File: src/design/mtc_pkg.sv
// constants of the muting timing control block
//
// Summary of operation
// RULE1: time limit zero means unlimited; default ten minutes
// RULE2: timer control low: end muting at limit
// RULE3: timer control high freezes timer, resumes later
// RULE4: enable input globally allows or blocks muting
// RULE5: keep muting for lag time after end
// RULE6: early end by sensors or free field
// RULE7: field blocked again restarts free delay
// RULE8: parallel pair needs minimum activation gap
// RULE9: parallel pair rejected above maximum gap
// RULE10: controller holds enable high to permit muting
// RULE11: free delay and lag time add up
// RULE12: broken timer cable reads zero, timer runs
// RULE13: limit expiry ends muting at once
`default_nettype none
package mtc_pkg;
    // ------------------------------------------------------------
    // clock and time base
    // ------------------------------------------------------------
    localparam int unsigned CLK_HZ      = 10000000;   // 100 ns period
    localparam int unsigned MS_PER_S    = 1000;
    localparam int unsigned CYC_PER_MS  = CLK_HZ / MS_PER_S;
    // ------------------------------------------------------------
    // times in milliseconds, as configured after reset
    // ------------------------------------------------------------
    localparam int unsigned LIMIT_MIN   = 10;         // minutes
    localparam logic [19:0] LIMIT_RST   = 20'(LIMIT_MIN * 60 * 1000);
    localparam logic [15:0] LAG_RST     = 16'h0000;   // 0 ms
    localparam logic [15:0] FFD_RST     = 16'h0000;   // 0 ms
    localparam logic [15:0] MINGAP_RST  = 16'h0000;   // 0 ms
    localparam logic [15:0] MAXGAP_RST  = 16'h09c4;   // 2500 ms
    localparam logic [1:0]  CTRL_RST    = 2'h0;
    // ------------------------------------------------------------
    // register byte offsets
    // ------------------------------------------------------------
    localparam logic [4:0]  OFS_CTRL    = 5'h00;
    localparam logic [4:0]  OFS_LIMIT   = 5'h04;
    localparam logic [4:0]  OFS_LAG     = 5'h08;
    localparam logic [4:0]  OFS_FFD     = 5'h0c;
    localparam logic [4:0]  OFS_MINGAP  = 5'h10;
    localparam logic [4:0]  OFS_MAXGAP  = 5'h14;
    localparam logic [4:0]  OFS_STATUS  = 5'h18;
    // ------------------------------------------------------------
    // field positions
    // ------------------------------------------------------------
    localparam int unsigned CTRL_EN_CFG = 0;   // enable input in use
    localparam int unsigned CTRL_EARLY  = 1;   // end on free field
    localparam int unsigned ST_ACTIVE   = 0;   // muting active
    localparam int unsigned ST_TIMEOUT  = 1;   // sticky, write 1 clears
    localparam int unsigned ST_REJECT   = 2;   // sticky, write 1 clears
    localparam int unsigned ST_HOLD     = 3;   // timer frozen
endpackage : mtc_pkg
`default_nettype wire

File: src/design/mtc_muting_ctrl.sv
// muting timing control with avalon register slave
`default_nettype none
`timescale 1ns/1ns
module mtc_muting_ctrl #(
    parameter int unsigned CYC_PER_MS = mtc_pkg::CYC_PER_MS
) (
    // clock and reset
    input  wire logic        clk,
    input  wire logic        arst_n,
    // avalon-mm slave
    input  wire logic [4:0]  avs_address,
    input  wire logic        avs_read,
    input  wire logic        avs_write,
    input  wire logic [31:0] avs_writedata,
    output logic      [31:0] avs_readdata,
    output logic             avs_waitrequest,
    // pins
    input  wire logic        muting_sensor_first,
    input  wire logic        muting_sensor_fourth,
    input  wire logic        field_interrupted,
    input  wire logic        muting_enable_in,
    input  wire logic        timer_hold,
    // result
    output logic             muting_active
);
    typedef enum logic [2:0] {
        S_IDLE, S_ONE_ON, S_MUTED, S_LAG, S_WAIT_CLEAR
    } mtc_state_t;

    localparam int DW = $clog2(CYC_PER_MS);

    mtc_state_t  state, next_state;       // muting sequence
    logic [4:0]  pin_s;                   // synchronised pins
    logic [DW-1:0] div_cnt;               // ms divider
    logic        tick;                    // one pulse per ms
    logic [1:0]  ctrl;                    // control register
    logic [19:0] limit;                   // muting_duration_limit
    logic [15:0] lag;                     // muting_lag_time
    logic [15:0] ffd;                     // field_free_end_delay
    logic [15:0] min_gap;                 // min_pair_activation_gap
    logic [15:0] max_gap;                 // max_pair_activation_gap
    logic [19:0] lim_cnt;                 // elapsed muting time
    logic [15:0] ev_cnt, next_ev;         // gap, delay or lag count
    logic        timeout_flag, reject_flag;
    logic [31:0] rd_mux;

    // ------------------------------------------------------------
    // decoding
    // ------------------------------------------------------------
    wire s1       = pin_s[0];
    wire s4       = pin_s[1];
    wire field_s  = pin_s[2];
    wire en_s     = pin_s[3];
    wire hold_s   = pin_s[4];
    wire any_on   = s1 | s4;
    wire both_on  = s1 & s4;
    // enable pin only counts when configured
    wire en_ok    = !ctrl[mtc_pkg::CTRL_EN_CFG] || en_s;
    // zero limit never expires
    wire limit_hit = (limit != 20'h00000) && (lim_cnt >= limit);
    wire in_mute  = (state == S_MUTED) || (state == S_LAG);
    wire req      = avs_read | avs_write;
    wire wr       = avs_write && !avs_waitrequest;
    wire clr_st   = wr && (avs_address == mtc_pkg::OFS_STATUS);
    wire set_to   = in_mute && limit_hit;
    wire set_rej  = (state == S_ONE_ON) && (next_state == S_WAIT_CLEAR);

    // saturating millisecond step
    function automatic logic [15:0] step(input logic [15:0] v,
                                         input logic t);
        step = (t && v != 16'hffff) ? v + 16'h0001 : v;
    endfunction : step

    // ------------------------------------------------------------
    // pin synchronisers
    // ------------------------------------------------------------
    mtc_sync #(.WIDTH(5)) u_sync (
        .clk      (clk),
        .arst_n   (arst_n),
        .async_in ({timer_hold, muting_enable_in, field_interrupted,
                    muting_sensor_fourth, muting_sensor_first}),
        .sync_out (pin_s)
    );

    // ------------------------------------------------------------
    // millisecond divider
    // ------------------------------------------------------------
    always_ff @(posedge clk or negedge arst_n) begin
        if (!arst_n) begin
            div_cnt <= '0;
            tick    <= 1'b0;
        end else begin
            tick    <= (div_cnt == DW'(CYC_PER_MS - 1));
            div_cnt <= (div_cnt == DW'(CYC_PER_MS - 1)) ? '0 : div_cnt + 1'b1;
        end
    end

    // ------------------------------------------------------------
    // next-state logic
    // ------------------------------------------------------------
    always_comb begin
        next_state = state;
        next_ev    = ev_cnt;
        case (state)
            S_IDLE: begin
                next_ev = 16'h0000;
                if (any_on) begin
                    next_state = S_ONE_ON;
                end
            end
            S_ONE_ON: begin
                if (!any_on) begin
                    next_state = S_IDLE;
                // RULE9 gap too long
                end else if (ev_cnt > max_gap) begin
                    next_state = S_WAIT_CLEAR;
                end else if (both_on) begin
                    // RULE8 minimum gap, RULE4 RULE10 enable gate
                    if (ev_cnt >= min_gap && en_ok) begin
                        next_state = S_MUTED;
                        next_ev    = 16'h0000;
                    end else begin
                        next_state = S_WAIT_CLEAR;
                    end
                end else begin
                    next_ev = step(ev_cnt, tick);
                end
            end
            S_MUTED: begin
                // RULE13 end on expiry, RULE4 blocked by enable
                if (limit_hit || !en_ok) begin
                    next_state = S_WAIT_CLEAR;
                    next_ev    = 16'h0000;
                // RULE5 sensors ended, lag follows
                end else if (!any_on) begin
                    next_state = S_LAG;
                    next_ev    = 16'h0000;
                // RULE6 early end on free field
                end else if (ctrl[mtc_pkg::CTRL_EARLY] && !field_s) begin
                    if (ev_cnt >= ffd) begin
                        // RULE11 delay then lag
                        next_state = S_LAG;
                        next_ev    = 16'h0000;
                    end else begin
                        next_ev = step(ev_cnt, tick);
                    end
                end else begin
                    // RULE7 blocked field restarts delay
                    next_ev = 16'h0000;
                end
            end
            S_LAG: begin
                if (limit_hit || !en_ok) begin
                    next_state = S_WAIT_CLEAR;
                // RULE5 lag time done
                end else if (ev_cnt >= lag) begin
                    next_state = S_WAIT_CLEAR;
                end else begin
                    next_ev = step(ev_cnt, tick);
                end
            end
            S_WAIT_CLEAR: begin
                next_ev = 16'h0000;
                if (!any_on) begin
                    next_state = S_IDLE;
                end
            end
            default: begin
                next_state = S_IDLE;
            end
        endcase
    end

    // ------------------------------------------------------------
    // sequence state and result
    // ------------------------------------------------------------
    always_ff @(posedge clk or negedge arst_n) begin
        if (!arst_n) begin
            state         <= S_IDLE;
            ev_cnt        <= 16'h0000;
            muting_active <= 1'b0;
        end else begin
            state         <= next_state;
            ev_cnt        <= next_ev;
            muting_active <= (next_state == S_MUTED) ||
                             (next_state == S_LAG);
        end
    end

    // ------------------------------------------------------------
    // muting duration timer
    // ------------------------------------------------------------
    always_ff @(posedge clk or negedge arst_n) begin
        if (!arst_n) begin
            lim_cnt <= 20'h00000;
        end else if (!in_mute) begin
            lim_cnt <= 20'h00000;
        // RULE3 freeze while held, RULE2 RULE12 run when low
        end else if (tick && !hold_s && lim_cnt != 20'hfffff) begin
            lim_cnt <= lim_cnt + 20'h00001;
        end
    end

    // ------------------------------------------------------------
    // sticky status, set wins over clear
    // ------------------------------------------------------------
    always_ff @(posedge clk or negedge arst_n) begin
        if (!arst_n) begin
            timeout_flag <= 1'b0;
            reject_flag  <= 1'b0;
        end else begin
            timeout_flag <= set_to ||
                (timeout_flag &&
                 !(clr_st && avs_writedata[mtc_pkg::ST_TIMEOUT]));
            reject_flag  <= set_rej ||
                (reject_flag &&
                 !(clr_st && avs_writedata[mtc_pkg::ST_REJECT]));
        end
    end

    // ------------------------------------------------------------
    // configuration registers
    // ------------------------------------------------------------
    always_ff @(posedge clk or negedge arst_n) begin
        if (!arst_n) begin
            ctrl    <= mtc_pkg::CTRL_RST;
            // RULE1 ten minute default
            limit   <= mtc_pkg::LIMIT_RST;
            lag     <= mtc_pkg::LAG_RST;
            ffd     <= mtc_pkg::FFD_RST;
            min_gap <= mtc_pkg::MINGAP_RST;
            max_gap <= mtc_pkg::MAXGAP_RST;
        end else if (wr) begin
            if (avs_address == mtc_pkg::OFS_CTRL) begin
                ctrl <= avs_writedata[1:0];
            end else if (avs_address == mtc_pkg::OFS_LIMIT) begin
                limit <= avs_writedata[19:0];
            end else if (avs_address == mtc_pkg::OFS_LAG) begin
                lag <= avs_writedata[15:0];
            end else if (avs_address == mtc_pkg::OFS_FFD) begin
                ffd <= avs_writedata[15:0];
            end else if (avs_address == mtc_pkg::OFS_MINGAP) begin
                min_gap <= avs_writedata[15:0];
            end else if (avs_address == mtc_pkg::OFS_MAXGAP) begin
                max_gap <= avs_writedata[15:0];
            end
        end
    end

    // ------------------------------------------------------------
    // read selection, unmapped reads zero
    // ------------------------------------------------------------
    always_comb begin
        rd_mux = 32'h00000000;
        if (avs_address == mtc_pkg::OFS_CTRL) begin
            rd_mux[1:0] = ctrl;
        end else if (avs_address == mtc_pkg::OFS_LIMIT) begin
            rd_mux[19:0] = limit;
        end else if (avs_address == mtc_pkg::OFS_LAG) begin
            rd_mux[15:0] = lag;
        end else if (avs_address == mtc_pkg::OFS_FFD) begin
            rd_mux[15:0] = ffd;
        end else if (avs_address == mtc_pkg::OFS_MINGAP) begin
            rd_mux[15:0] = min_gap;
        end else if (avs_address == mtc_pkg::OFS_MAXGAP) begin
            rd_mux[15:0] = max_gap;
        end else if (avs_address == mtc_pkg::OFS_STATUS) begin
            rd_mux[mtc_pkg::ST_ACTIVE]  = muting_active;
            rd_mux[mtc_pkg::ST_TIMEOUT] = timeout_flag;
            rd_mux[mtc_pkg::ST_REJECT]  = reject_flag;
            rd_mux[mtc_pkg::ST_HOLD]    = hold_s;
        end
    end

    // ------------------------------------------------------------
    // bus handshake: one wait cycle per access
    // ------------------------------------------------------------
    always_ff @(posedge clk or negedge arst_n) begin
        if (!arst_n) begin
            avs_waitrequest <= 1'b1;
            avs_readdata    <= 32'h00000000;
        end else begin
            avs_waitrequest <= !(req && avs_waitrequest);
            if (avs_read && avs_waitrequest) begin
                avs_readdata <= rd_mux;
            end
        end
    end
endmodule : mtc_muting_ctrl
`default_nettype wire

File: src/design/mtc_sync.sv
// two-stage synchroniser for the pin inputs
`default_nettype none
`timescale 1ns/1ns
module mtc_sync #(
    parameter int unsigned WIDTH = 1
) (
    // clock and reset
    input  wire logic             clk,
    input  wire logic             arst_n,
    // pins and their synchronised copies
    input  wire logic [WIDTH-1:0] async_in,
    output logic      [WIDTH-1:0] sync_out
);
    logic [WIDTH-1:0] meta;   // first stage, read only by second

    // ------------------------------------------------------------
    // two flip-flops per bit
    // ------------------------------------------------------------
    always_ff @(posedge clk or negedge arst_n) begin
        if (!arst_n) begin
            meta     <= '0;
            sync_out <= '0;
        end else begin
            meta     <= async_in;
            sync_out <= meta;
        end
    end
endmodule : mtc_sync
`default_nettype wire

File: config.mk
export PLATFORM = sky130hd
export DESIGN_NAME = mtc_muting_ctrl
export DESIGN_NICKNAME = d
export VERILOG_FILES = /design/src/design/mtc_pkg.sv /design/src/design/mtc_muting_ctrl.sv /design/src/design/mtc_sync.sv
export SDC_FILE = /design/constraint.sdc
export NUM_CORES = 1
export LEC_CHECK = 0
export ABC_AREA = 0
export BUFFER_PORTS_ARGS = -buffer_cell sky130_fd_sc_hd__clkbuf_2
export CORE_ASPECT_RATIO = 1.2
export CORE_MARGIN = 3
export CORE_UTILIZATION = 35
export CTS_BUF_LIST = sky130_fd_sc_hd__clkbuf_2 sky130_fd_sc_hd__clkbuf_4 sky130_fd_sc_hd__clkbuf_8
export DETAILED_ROUTE_END_ITERATION = 6
export GPL_TIMING_DRIVEN = 0
export SKIP_CTS_REPAIR_TIMING = 1
export SLEW_MARGIN = 20
export SYNTH_ARGS = -nofsm -noshare
export SYNTH_HDL_FRONTEND = slang
export SYNTH_SLANG_ARGS = --single-unit
File: constraint.sdc
create_clock -name clk -period 2.75 [get_ports clk]
set_input_delay 0 -clock clk [delete_from_list [all_inputs] [get_ports clk]]
set_output_delay 0 -clock clk [all_outputs]
set_load 0.1 [all_outputs]
# --- Word-level counts from Yosys, hierarchy flattened ---
# Cells that the tools add are included.
classes:
  addsub: 3
  magnitude_cmp: 5
  eq_ne: 22
  n_mux: 38
  n_bitwise: 8
  n_reduce_logical: 42
op_table:
  columns: ["op", "n"]
  rows:
  - ["$mux W16", 15]
  - ["$pmux W16 S4", 1]
  - ["$ge A16 B16 Y1", 3]
  - ["$mux W20", 2]
  - ["$mux W3", 12]
  - ["$add A20 B1 Y20 const B", 1]
  - ["$ge A20 B20 Y1", 1]
  - ["$ne A20 B20 Y1 const B", 1]
  - ["$reduce_bool A20 Y1", 1]
  - ["$mux W18", 1]
  - ["$add A16 B1 Y16 const B", 1]
  - ["$gt A16 B16 Y1", 1]
  - ["$logic_and A1 B1 Y1", 16]
  - ["$ne A16 B16 Y1 const B", 1]
  - ["$eq A5 B5 Y1 const B", 3]
  - ["$pmux W3 S5", 1]
  - ["$add A14 B1 Y14 const B", 1]
  - ["$eq A14 B14 Y1 const B", 1]
  - ["$mux W14", 1]
  - ["$eq A3 B2 Y1 const B", 4]
  - ["$mux W12", 1]
  - ["$mux W4", 3]
  - ["$reduce_and A6 Y1", 2]
  - ["$eq A5 B4 Y1 const B", 2]
  - ["other kinds (21)", 42]
word_totals:
  regBits: 174

# --- Longest topological paths before layout ---
# Gate-level depths: netlist of the first run.
logic_depth:
  word_depth: 11
  mapped_depth: 12
  mapped_depth_nobuf: 11

# --- Hierarchy ---
# From an unflattened synthesis of the first run, not the netlist that was laid out.
hier_totals:
  hier_cells: 961
  hier_area_um2: 9848.2
by_module_without_submodules:
  columns: ["module", "instances", "cells_each", "area_per_inst_um2"]
  rows:
  - ["mtc_muting_ctrl", 1, 951, 9598.0]
  - ["mtc_sync", 1, 10, 250.2]

# --- Least setup slack after synthesis of the first run ---
# Ideal clock, no wire load.
synth_timing:
  path_type: "flip-flop to flip-flop"
  start: "register max_gap[11]"
  end: "register ev_cnt[7]"
  setup_time_ns: 0.080
  t_arrival_ns: 2.773
  required_time_ns: 2.670
  slack_ns: -0.103
  stages_incl_launch_ff: 12
  n_path_buf: 0
  cell_sequence: "dfstp_2 inv_1 ha_1 nand3_1 or3_4 nor3_4 a211o_1 o2111ai_2 o221ai_4 nand2_4 or4_1 a21oi_1"
synth_between:
  elab_chain_cells: 3
synth_lines:
  columns: ["element", "line_no", "text"]
  rows:
  - ["from (decl)", "mtc_muting_ctrl.sv:41", "logic [15:0] max_gap;"]
  - ["from (signal assigned)", "mtc_muting_ctrl.sv:232", "max_gap <= mtc_pkg::MAXGAP_RST;"]
  - ["from (signal assigned)", "mtc_muting_ctrl.sv:245", "max_gap <= avs_writedata[15:0];"]
  - ["$gt A16 B16 Y1", "mtc_muting_ctrl.sv:115", "end else if (ev_cnt > max_gap) begin"]
  - ["$ne A2 B2 Y1 (no source line)", null, null]
  - ["$reduce_and A6 Y1 (no source line)", null, null]
  - ["to (signal assigned)", "mtc_muting_ctrl.sv:184", "ev_cnt <= next_ev;"]
  - ["to (decl)", "mtc_muting_ctrl.sv:43", "logic [15:0] ev_cnt, next_ev;"]
# No other way between the ends.
# A chain may end at the register's enable or synchronous reset.

# --- Worst setup path in the final report of the first run ---
layout_timing:
  start: "register ev_cnt[15]"
  end: "register ev_cnt[13]"
layout_between:
  elab_chain_cells: 8
layout_lines:
  columns: ["element"]
  rows:
  - ["branches (longest 8 deep; another with $ge A16 B16 Y1)"]
# Several ways; the timed one is not identified. The select of a mux whose other input is x is not followed.

==> results.md, run 1 <==
* Status: finished with violations
* Failing checks: setup timing
* Worst R2R Setup Slack at -240 ps
* Finish-stage setup viols at 14
* Worst Path Arrival at 3370 ps
* F_max at 0.334 GHz
* Sequential area share after synthesis at 0.448
* Unrepaired setup endpoints after global routing: yes
* Setup TNS at -1770 ps
* Max FO, Critical Path at 5
* Tmin final at 2990 ps
* Final antenna-violating net count at 0
* Width of the die at 158 µm
* Slew HR at 0.408
* Vias at 7712
* Power Density at 573 nW/µm²
* Startpoint types: flip-flop
* Starting DRT DRC Count at 360
* Layout fillers at 2615
* CP max-delay cell: dfrtp_2
* Xor/xnor share of the synthesized area at 0.0350
* Largest net degree at the start of global routing at a little under 70
* # clock sinks at 174
* Core Area at approximately 27000 µm²
* Least-Margin Pin Slew at 881 ps
* Commonest cells after routing, fill and taps aside: dfrtp_1, nand2_1, inv_1
* Mapped Cells at 1000
* Final worst path period share at 1.09
* Site Rows at 66
* Worst-Skew Late Latency at 460 ps
* Worst Hold Class: in2async
* First-pass GRT wire length at 40000 µm
* Hpwl dp at 19400 µm
* CTS root buf: clkbuf_8
* Mapped Area at 9770 µm²
* Commonest non-fill, non-tap cell in the layout: dfrtp_1
* Most used cell along the critical path: nand4_1
* Max_cap viols at 0
* DRC Markers at 0
* Worst Setup EP: ev_cnt[13]
* Pleak at 5.49 nW
* FF-to-FF End: ev_cnt[13]
* Mux cell area share after synthesis at 0.0830
* Critical Path End Type: flip-flop
* Syn_area_per_cell at 9.77 µm²
* Crit path kind: reg2reg
* Hold Fails Final Rpt at 0
* Seq cells post-synth at 174
* Worst EP required at 3130 ps
* H-Tree Depth at 4
* PnR worst setup slack at -243 ps
* Area Overhead vs Synth at 21.7%
* Pre-CTS setup slack at -977 ps
* Final Skew at 12.9 ps
* CP Cell Sequence: ha_4 > nand4_1 > or3_4 > nor3_4 > a211o_1 > o2111ai_4 > o221ai_4 > nand4_1 > or4_1 > a21oi_1
* Wire length per cell at between 15 and 20 µm
* Initial Utilization at 0.357
* Die height at between 150 and 200 µm
* Antenna cell count at 0
* DR pass1 iterations at 5
* Gpl congestion at approximately 0.87
* Netlist cell types at 61
* Critical Path Start: ev_cnt[15]
* Peak supply drop at between 0.0002 and 0.0003 V
* Post-synth EDFFs at 0
* Post-synthesis simple-gate area fraction at 0.146
* Die ar. at 30000 µm²
* Port buffer count at 54
* DRT Wirelength at 25700 µm
* Tot GR Track Use at 0.171
* Clock buffer depth at 2
* Top_reg_cell synth: dfrtp_1
* Fin nets at roughly 1300
* DR vias/cell at 5.05
* Worst r2r path cells at 10
* TritonCTS Buffers at 17
* TritonCTS clock tree: done
* Worst-path clk slew at 90 ps
* IO Pins at 80
* Largest stage delay, worst path at 500 ps
* Vias in the first global route at 7664
* Async set or reset register ratio after synthesis at 1.00
* Largest family of logic cells by synthesized area: simple AND/OR/NAND/NOR gates
* Initial antenna violation count at 0
* Fraction of layout cells with a size suffix above 1 at 0.229
* Compound-gate portion of the synthesized area at 0.118
* Post-synthesis adder-cell area fraction at 0.111
* Yosys Warn Count at 0
* RR Startpoint: ev_cnt[15]
* Fin. max-slew vios at 0
* Overflow after GRT at 0
* Core Util, Final at 0.435
## worst max-delay path: cells and delay by family, from the launching register on
family                   cells  cell delay [ps]
AO/OA/AOI/OAI                4              710
adder cells (fa/ha/maj)      1              300
flip-flops                   1              500
AND/OR/NAND/NOR              5             1390
## layout make-up
cell class	instances	area [µm²]	share of cell area
Multi-Input combinational cell	696	5200	0.437
Tap cell	374	468	0.0394
Timing Repair Buffer	111	826	0.0695
Inverter	93	352	0.0296
Clock inverter	11	130	0.0109
Clock buffer	21	289	0.0243
Buffer	47	233	0.0196
Sequential cell	174	4390	0.370
## worst min-delay path by stage
stage,end,slack [ps],cells past startpoint
after floorplan,avs_readdata[0],-300,0
after global placement,u_sync.meta[0],110,1
after detailed placement,u_sync.meta[1],-30,1
after CTS,u_sync.meta[1],-540,1
after global routing,u_sync.meta[1],30,2
final,u_sync.meta[1],30,2
## report_power, final
part	switching, mW	total (mW)	internal (mW)
sequential	0.210	3.07	2.86
clock	0.969	1.88	0.914
combinational	1.18	1.86	0.677
## layer usage
layer,track usage,vias to the layer above,wire length [µm]
met1,0.209,3798,11000
met3,0.0309,33,768
met5,0,-,0
li1,-,3745,-
met2,0.300,136,13300
met4,0.0563,0,577
## stage by stage
stage / std cells / hold WS (ps) / total power, mW / instance area [µm²]
floorplan: 1011 / -296 / 4.21 / 9850
global placement: 1439 / 112 / 4.65 / 10600
detailed placement: 1441 / -31.4 / 4.71 / 10600
CTS: 1473 / -540 / 6.60 / 11100
global route: 1527 / 29.0 / 7.19 / 11900
finish: 1527 / 27.4 / 6.81 / 11900
## cell usage after synthesis, types with 4 or more instances
cell type / instances / area share
mux2_2: 56 / 0.065
nand2_1: 110 / 0.042
clkbuf_1: 32 / 0.012
buf_4: 12 / 0.0092
or4_1: 5 / 0.0038
o21ai_0: 84 / 0.043
dfrtp_1: 160 / 0.41
a31oi_1: 4 / 0.0026
nor4_1: 8 / 0.0051
and3_1: 10 / 0.0064
a221oi_1: 14 / 0.013
a21oi_1: 31 / 0.016
nand3_1: 40 / 0.020
nor2b_1: 10 / 0.0064
xor2_1: 32 / 0.029
mux2i_1: 18 / 0.018
nor2_1: 69 / 0.027
nor3_1: 5 / 0.0026
a21o_1: 10 / 0.0077
xnor2_1: 7 / 0.0063
ha_1: 87 / 0.11
dfstp_2: 14 / 0.038
inv_1: 93 / 0.036
nand4_1: 23 / 0.015
nand2b_1: 4 / 0.0026
a211oi_1: 8 / 0.0062
o31ai_1: 7 / 0.0054
## kinds of logic after synthesis
family | after synthesis
simple gates | 301
flops | 174
mux | 74
fa+ha+maj | 87
other cells | 1
compound gates | 183
xor+xnor | 39
buf+inv | 141
## state kept, by name, indices dropped and copies added, names as in the netlist
name	cells
lag	16
max_gap	16
limit	20
reject_flag	1
timeout_flag	1
div_cnt	14
muting_active	1
tick	1
state	3
min_gap	16
avs_readdata	20
ctrl	2
ffd	16
ev_cnt	16
lim_cnt	20
u_sync.meta	5
u_sync.sync_out	5
avs_waitrequest	1
Note: power is estimated with default switching activity, not from simulation.
==> inputs of run 2 (changes only) <==
--- a/config.mk
+++ b/config.mk
@@ -18,3 +18,4 @@
 export SYNTH_ARGS = -nofsm -noshare
 export SYNTH_HDL_FRONTEND = slang
 export SYNTH_SLANG_ARGS = --single-unit
+export TNS_END_PERCENT = 50
==> constraint.sdc (replaced) <==
create_clock -name clk -period 2.8 [get_ports clk]
set_input_delay 0 -clock clk [delete_from_list [all_inputs] [get_ports clk]]
set_output_delay 0 -clock clk [all_outputs]
set_load 0.1 [all_outputs]
==> results.md, run 2 (same netlist as run 1, synthesis figures left out) <==
* Worst-path clk slew at 100 ps
* Hold Fails Final Rpt at 0
* DR vias/cell at 5.00
* Non-filler cells, final at about 1500
* Status: finished with violations
* Crit path kind: reg2reg
* Finish-stage setup viols at 16
* Max FO, Critical Path at 6
* Worst Hold Class: in2async
* Fin nets at 1269
* H-Tree Depth at 4
* Hpwl dp at about 19000 µm
* DRC Markers at 0
* Largest net degree at the start of global routing at 83
* Tmin final at 3120 ps
* TritonCTS Buffers at 17
* Die ar. at 30000 µm²
* Gpl congestion at 0.880
* Initial Utilization at 0.357
* DR pass1 iterations at 5
* Peak supply drop at 0.000256 V
* Fin. max-slew vios at 0
* Met2 Resource Use GR at 0.298
* Final antenna-violating net count at 0
* Wire length per cell at ~16 µm
* Worst-Skew Late Latency at 470 ps
* Commonest non-fill, non-tap cell in the layout: dfrtp_1
* Largest stage delay, worst path at approximately 490 ps
* Layer with the highest usage: met2
* Least-Margin Pin Slew at between 900 and 1000 ps
* Vias at 7614
* Unrepaired setup endpoints after global routing: yes
* TritonCTS clock tree: done
* Clk pwr share at 0.281
* Slew HR at 0.378
* Worst R2R Setup Slack at -320 ps
* Int Power at 4.33 mW
* Logic pwr share at 0.263
* Worst EP required at about 3200 ps
* Final Skew at about 14 ps
* Area Overhead vs Synth at 19.6%
* Tot GR Track Use at 0.170
* Failing checks: setup timing
* Power, Total at about 6.6 mW
* DRT Wirelength at 25100 µm
* Core Area at ~27000 µm²
* Max_cap viols at 0
* WP buf/inv at 2
* Switching power at ~2.3 mW
* Clock buffer depth at 2
* Final worst path period share at 1.11
* F_max at ~0.32 GHz
* Overflow after GRT at 0
* Sw frac at 0.345
* Width of the die at 158 µm
* GR Util met3 at 0.0286
* Critical Path End Type: flip-flop
* Starting DRT DRC Count at 394
* Largest registers: avs_readdata x20, lim_cnt x20, limit x20
* Power Density at 566 nW/µm²
* Met1 Track Usage GR at 0.215
* Port buffer count at 54
* CTS root buf: clkbuf_8
* Vias in the first global route at 7496
* Crit-path leading delay family: simple AND/OR/NAND/NOR gates
* Site Rows at 66
* IO Pins at 80
* Startpoint types: flip-flop
* Worst Path Arrival at between 3000 and 4000 ps
* Layout fillers at 2608
* CP Cell Sequence: buf_4 > ha_4 > nand4_1 > or4_1 > o211ai_2 > o2111ai_4 > o221ai_4 > buf_4 > nand2_4 > or4_1 > a21oi_1
* Reg power frac at 0.456
* First-pass GRT wire length at between 30000 and 40000 µm
* Fraction of layout cells with a size suffix above 1 at 0.206
* Cell Count Post-Placement at 1441
* Die height at between 150 and 200 µm
* Antenna cell count at 0
* Commonest cells after routing, fill and taps aside: dfrtp_1, nand2_1, inv_1
* Pleak at 5.45 nW
* PnR worst setup slack at -317 ps
* # clock sinks at 174
* Initial antenna violation count at 0
* CP max-delay cell: or4_1
[run 2: path summary, 6_finish.rpt]
path | depth (start not counted) | startpoint | to
worst max-delay path | 11 | ev_cnt[14] | ev_cnt[11]
worst min-delay path | 2 | arst_n | u_sync.meta[0]
worst max register to register | 11 | ev_cnt[14] | ev_cnt[11]
worst min register to register | 0 | u_sync.meta[1] | u_sync.sync_out[1]
max in group asynchronous | 3 | arst_n | limit[19]
min in group clk | 3 | avs_address[4] | ctrl[1]
[run 2: area by class of cell]
| type | count | area, µm² | area share |
|---|---|---|---|
| inverter | 93 | 352 | 0.0301 |
| clock buffer | 21 | 289 | 0.0248 |
| multi-input combinational | 696 | 5040 | 0.432 |
| buffer | 48 | 230 | 0.0197 |
| sequential | 174 | 4380 | 0.375 |
| clock inverter | 11 | 131 | 0.0113 |
| tap | 374 | 468 | 0.0401 |
| timing repair buffer | 106 | 779 | 0.0668 |
[run 2: power groups by stage]
stage                     combinational [mW]  clock, mW  sequential, mW
after floorplan                        0.949          0            3.18
after global placement                  1.51          0            3.05
after detailed placement                1.55          0            3.06
after CTS                               1.56       1.92            3.01
after global routing                    1.92       2.02            3.05
final                                   1.74       1.86            3.01
[run 2: layer usage]
metal,wire length [µm],part of all wire
met3,687,0.027
met5,0,0
met2,12800,0.51
met4,538,0.021
met1,11100,0.44
[run 2: through the flow]
step	hold slack, ps	worst slack [ps]	TNS (ps)	utilization	cell area, µm²
after floorplan	-296	2.08	0	-	9850
after global placement	111	-2050	-286210	0.387	10600
after detailed placement	-48.9	-929	-15190	0.390	10600
after CTS	-565	-939	-15550	0.405	11100
after global routing	19.5	-440	-5110	0.427	11700
final	6.46	-317	-2350	0.427	11700
==> inputs of run 3 (changes only) <==
--- a/config.mk
+++ b/config.mk
@@ -13,6 +13,7 @@
 export CTS_BUF_LIST = sky130_fd_sc_hd__clkbuf_2 sky130_fd_sc_hd__clkbuf_4 sky130_fd_sc_hd__clkbuf_8
 export DETAILED_ROUTE_END_ITERATION = 6
 export GPL_TIMING_DRIVEN = 0
+export SETUP_SLACK_MARGIN = 0.4
 export SKIP_CTS_REPAIR_TIMING = 1
 export SLEW_MARGIN = 20
 export SYNTH_ARGS = -nofsm -noshare
==> results.md, run 3 (same netlist as run 1, synthesis figures left out) <==
* DRC Markers at 0
* Critical Path End Type: flip-flop
* Worst R2R Setup Slack at -250 ps
* Vias at 7739
* Antenna cell count at 0
* Layout fillers at 2652
* Final worst path period share at 1.09
* FF-to-FF End: ev_cnt[9]
* Switching power at around 2.3 mW
* Die height at roughly 190 µm
* H-Tree Depth at 4
* Max_cap viols at 0
* DR pass1 iterations at 5
* Commonest cells after routing, fill and taps aside: dfrtp_1, nand2_1, inv_1
* Hold depth at 3
* Final antenna-violating net count at 0
* PnR worst setup slack at -253 ps
* Logic pwr share at 0.271
* Core Util, Final at 0.437
* Most used cell along the critical path: nand4_1
* Slew HR at 0.367
* Max FO, Critical Path at 6
* TritonCTS Buffers at 17
* Power Density at 555 nW/µm²
* Fin. max-slew vios at 0
* Cell Count Post-Placement at 1441
* Port buffer count at 54
* IO Pins at 80
* Tmin final at ~3100 ps
* FF/Latch Area at between 4000 and 5000 µm²
* Multi-input gate area at 5180 µm²
* CP Depth at 10
* Crit path kind: reg2reg
* Critical Path Start: ev_cnt[15]
* Commonest non-fill, non-tap cell in the layout: dfrtp_1
* Failing checks: setup timing
* Worst Setup EP: ev_cnt[9]
* Power, Total at 6.64 mW
* Largest registers: avs_readdata x20, lim_cnt x20, limit x20
* Non-filler cells, final at roughly 1500
* Fraction of layout cells with a size suffix above 1 at 0.247
* Starting DRT DRC Count at between 300 and 400
* Gpl congestion at 0.905
* Area Overhead vs Synth at 22.4%
* Die ar. at 30000 µm²
* Initial antenna violation count at 0
* Reg power frac at 0.454
* F_max at 0.328 GHz
* Worst EP required at roughly 3200 ps
* Pleak at ~5.6 nW
* Worst Path Arrival at 3460 ps
* Overflow after GRT at 0
* Clk pwr share at 0.275
* Hold Startpoint: avs_address[4]
* DRT Wirelength at 25700 µm
* WP buf/inv at 0
* Least-Margin Pin Slew at around 940 ps
* Largest net degree at the start of global routing at 90
* Worst r2r path cells at 10
* Startpoint types: flip-flop
* Worst-Skew Late Latency at 470 ps
* Fin nets at approximately 1300
* Tot GR Track Use at 0.172
* CTS root buf: clkbuf_8
* Initial Utilization at 0.357
* Peak supply drop at 0.000266 V
* Vias in the first global route at 7608
* Width of the die at ~160 µm
* RR Startpoint: ev_cnt[15]
* Placement Cell Area at between 10000 and 15000 µm²
* Unrepaired setup endpoints after global routing: yes
* Wire length per cell at 16.7 µm
* CP Cell Sequence: ha_4 > nand4_1 > or3_4 > nor3_4 > a211o_1 > o2111ai_4 > o221ai_4 > nand4_1 > or4_1 > a21oi_2
* Clock buffer depth at 2
* DR vias/cell at 5.03
* Hpwl dp at 19100 µm
* Crit-path leading delay family: simple AND/OR/NAND/NOR gates
* Site Rows at 66
* Int Power at 4.30 mW
* Worst Hold Class: in2reg
* Worst-path clk slew at 100 ps
* Final hold slack at 35.1 ps
* CP max-delay cell: dfrtp_2
* # clock sinks at 174
* Hold Fails Final Rpt at 0
* TritonCTS clock tree: done
* First-pass GRT wire length at 40100 µm
* Final Skew at 17.2 ps
* Finish-stage setup viols at 16
* Largest stage delay, worst path at between 500 and 600 ps
* Design area at approximately 12000 µm²
* Core Area at 27300 µm²
* Status: finished with violations
* Sw frac at 0.352
[run 3: how the worst min path moves through the flow]
stage / end
final: ctrl[1]
after global routing: ctrl[0]
after CTS: u_sync.meta[1]
after detailed placement: u_sync.meta[1]
after global placement: u_sync.meta[0]
after floorplan: avs_readdata[0]
[run 3: area by class of cell]
| type | instances | share of cell area |
|---|---|---|
| plain buffers | 48 | 0.0214 |
| clock buffers | 18 | 0.0207 |
| clock inverters | 14 | 0.0134 |
| inverters | 93 | 0.0296 |
| multi-input cells | 696 | 0.433 |
| flip-flops and latches | 174 | 0.367 |
| well taps | 374 | 0.0391 |
| repair buffers | 121 | 0.0753 |
[run 3: per-layer routing]
layer	routed length, µm	global-route usage	vias up
li1	-	-	3780
met1	11100	0.212	3797
met2	13400	0.298	131
met3	675	0.0334	31
met4	556	0.0626	0
met5	0	0	-
[run 3: power by group through the flow]
stage / sequential (mW) / clock [mW] / combinational, mW
after floorplan: 3.18 / 0 / 0.949
after global placement: 3.05 / 0 / 1.51
after detailed placement: 3.06 / 0 / 1.55
after CTS: 3.01 / 1.89 / 1.56
after global routing: 3.05 / 1.99 / 1.98
final: 3.01 / 1.83 / 1.80
[run 3: worst reg2reg max path, delay by kind of cell, from the launching register on]
kind,cells,cell delay (ps)
AND/OR/NAND/NOR,5,1450
AO/OA/AOI/OAI,4,720
flip-flops,1,510
adder cells (fa/ha/maj),1,300
[run 3: stage by stage]
stage / setup slack [ps] / setup TNS [ps]
3_5_place_dp: -759 / -12170
6_report: -253 / -2420
5_1_grt: -386 / -4260
3_3_place_gp: -2050 / -283620
4_1_cts: -798 / -12890
2_1_floorplan: 2.08 / 0
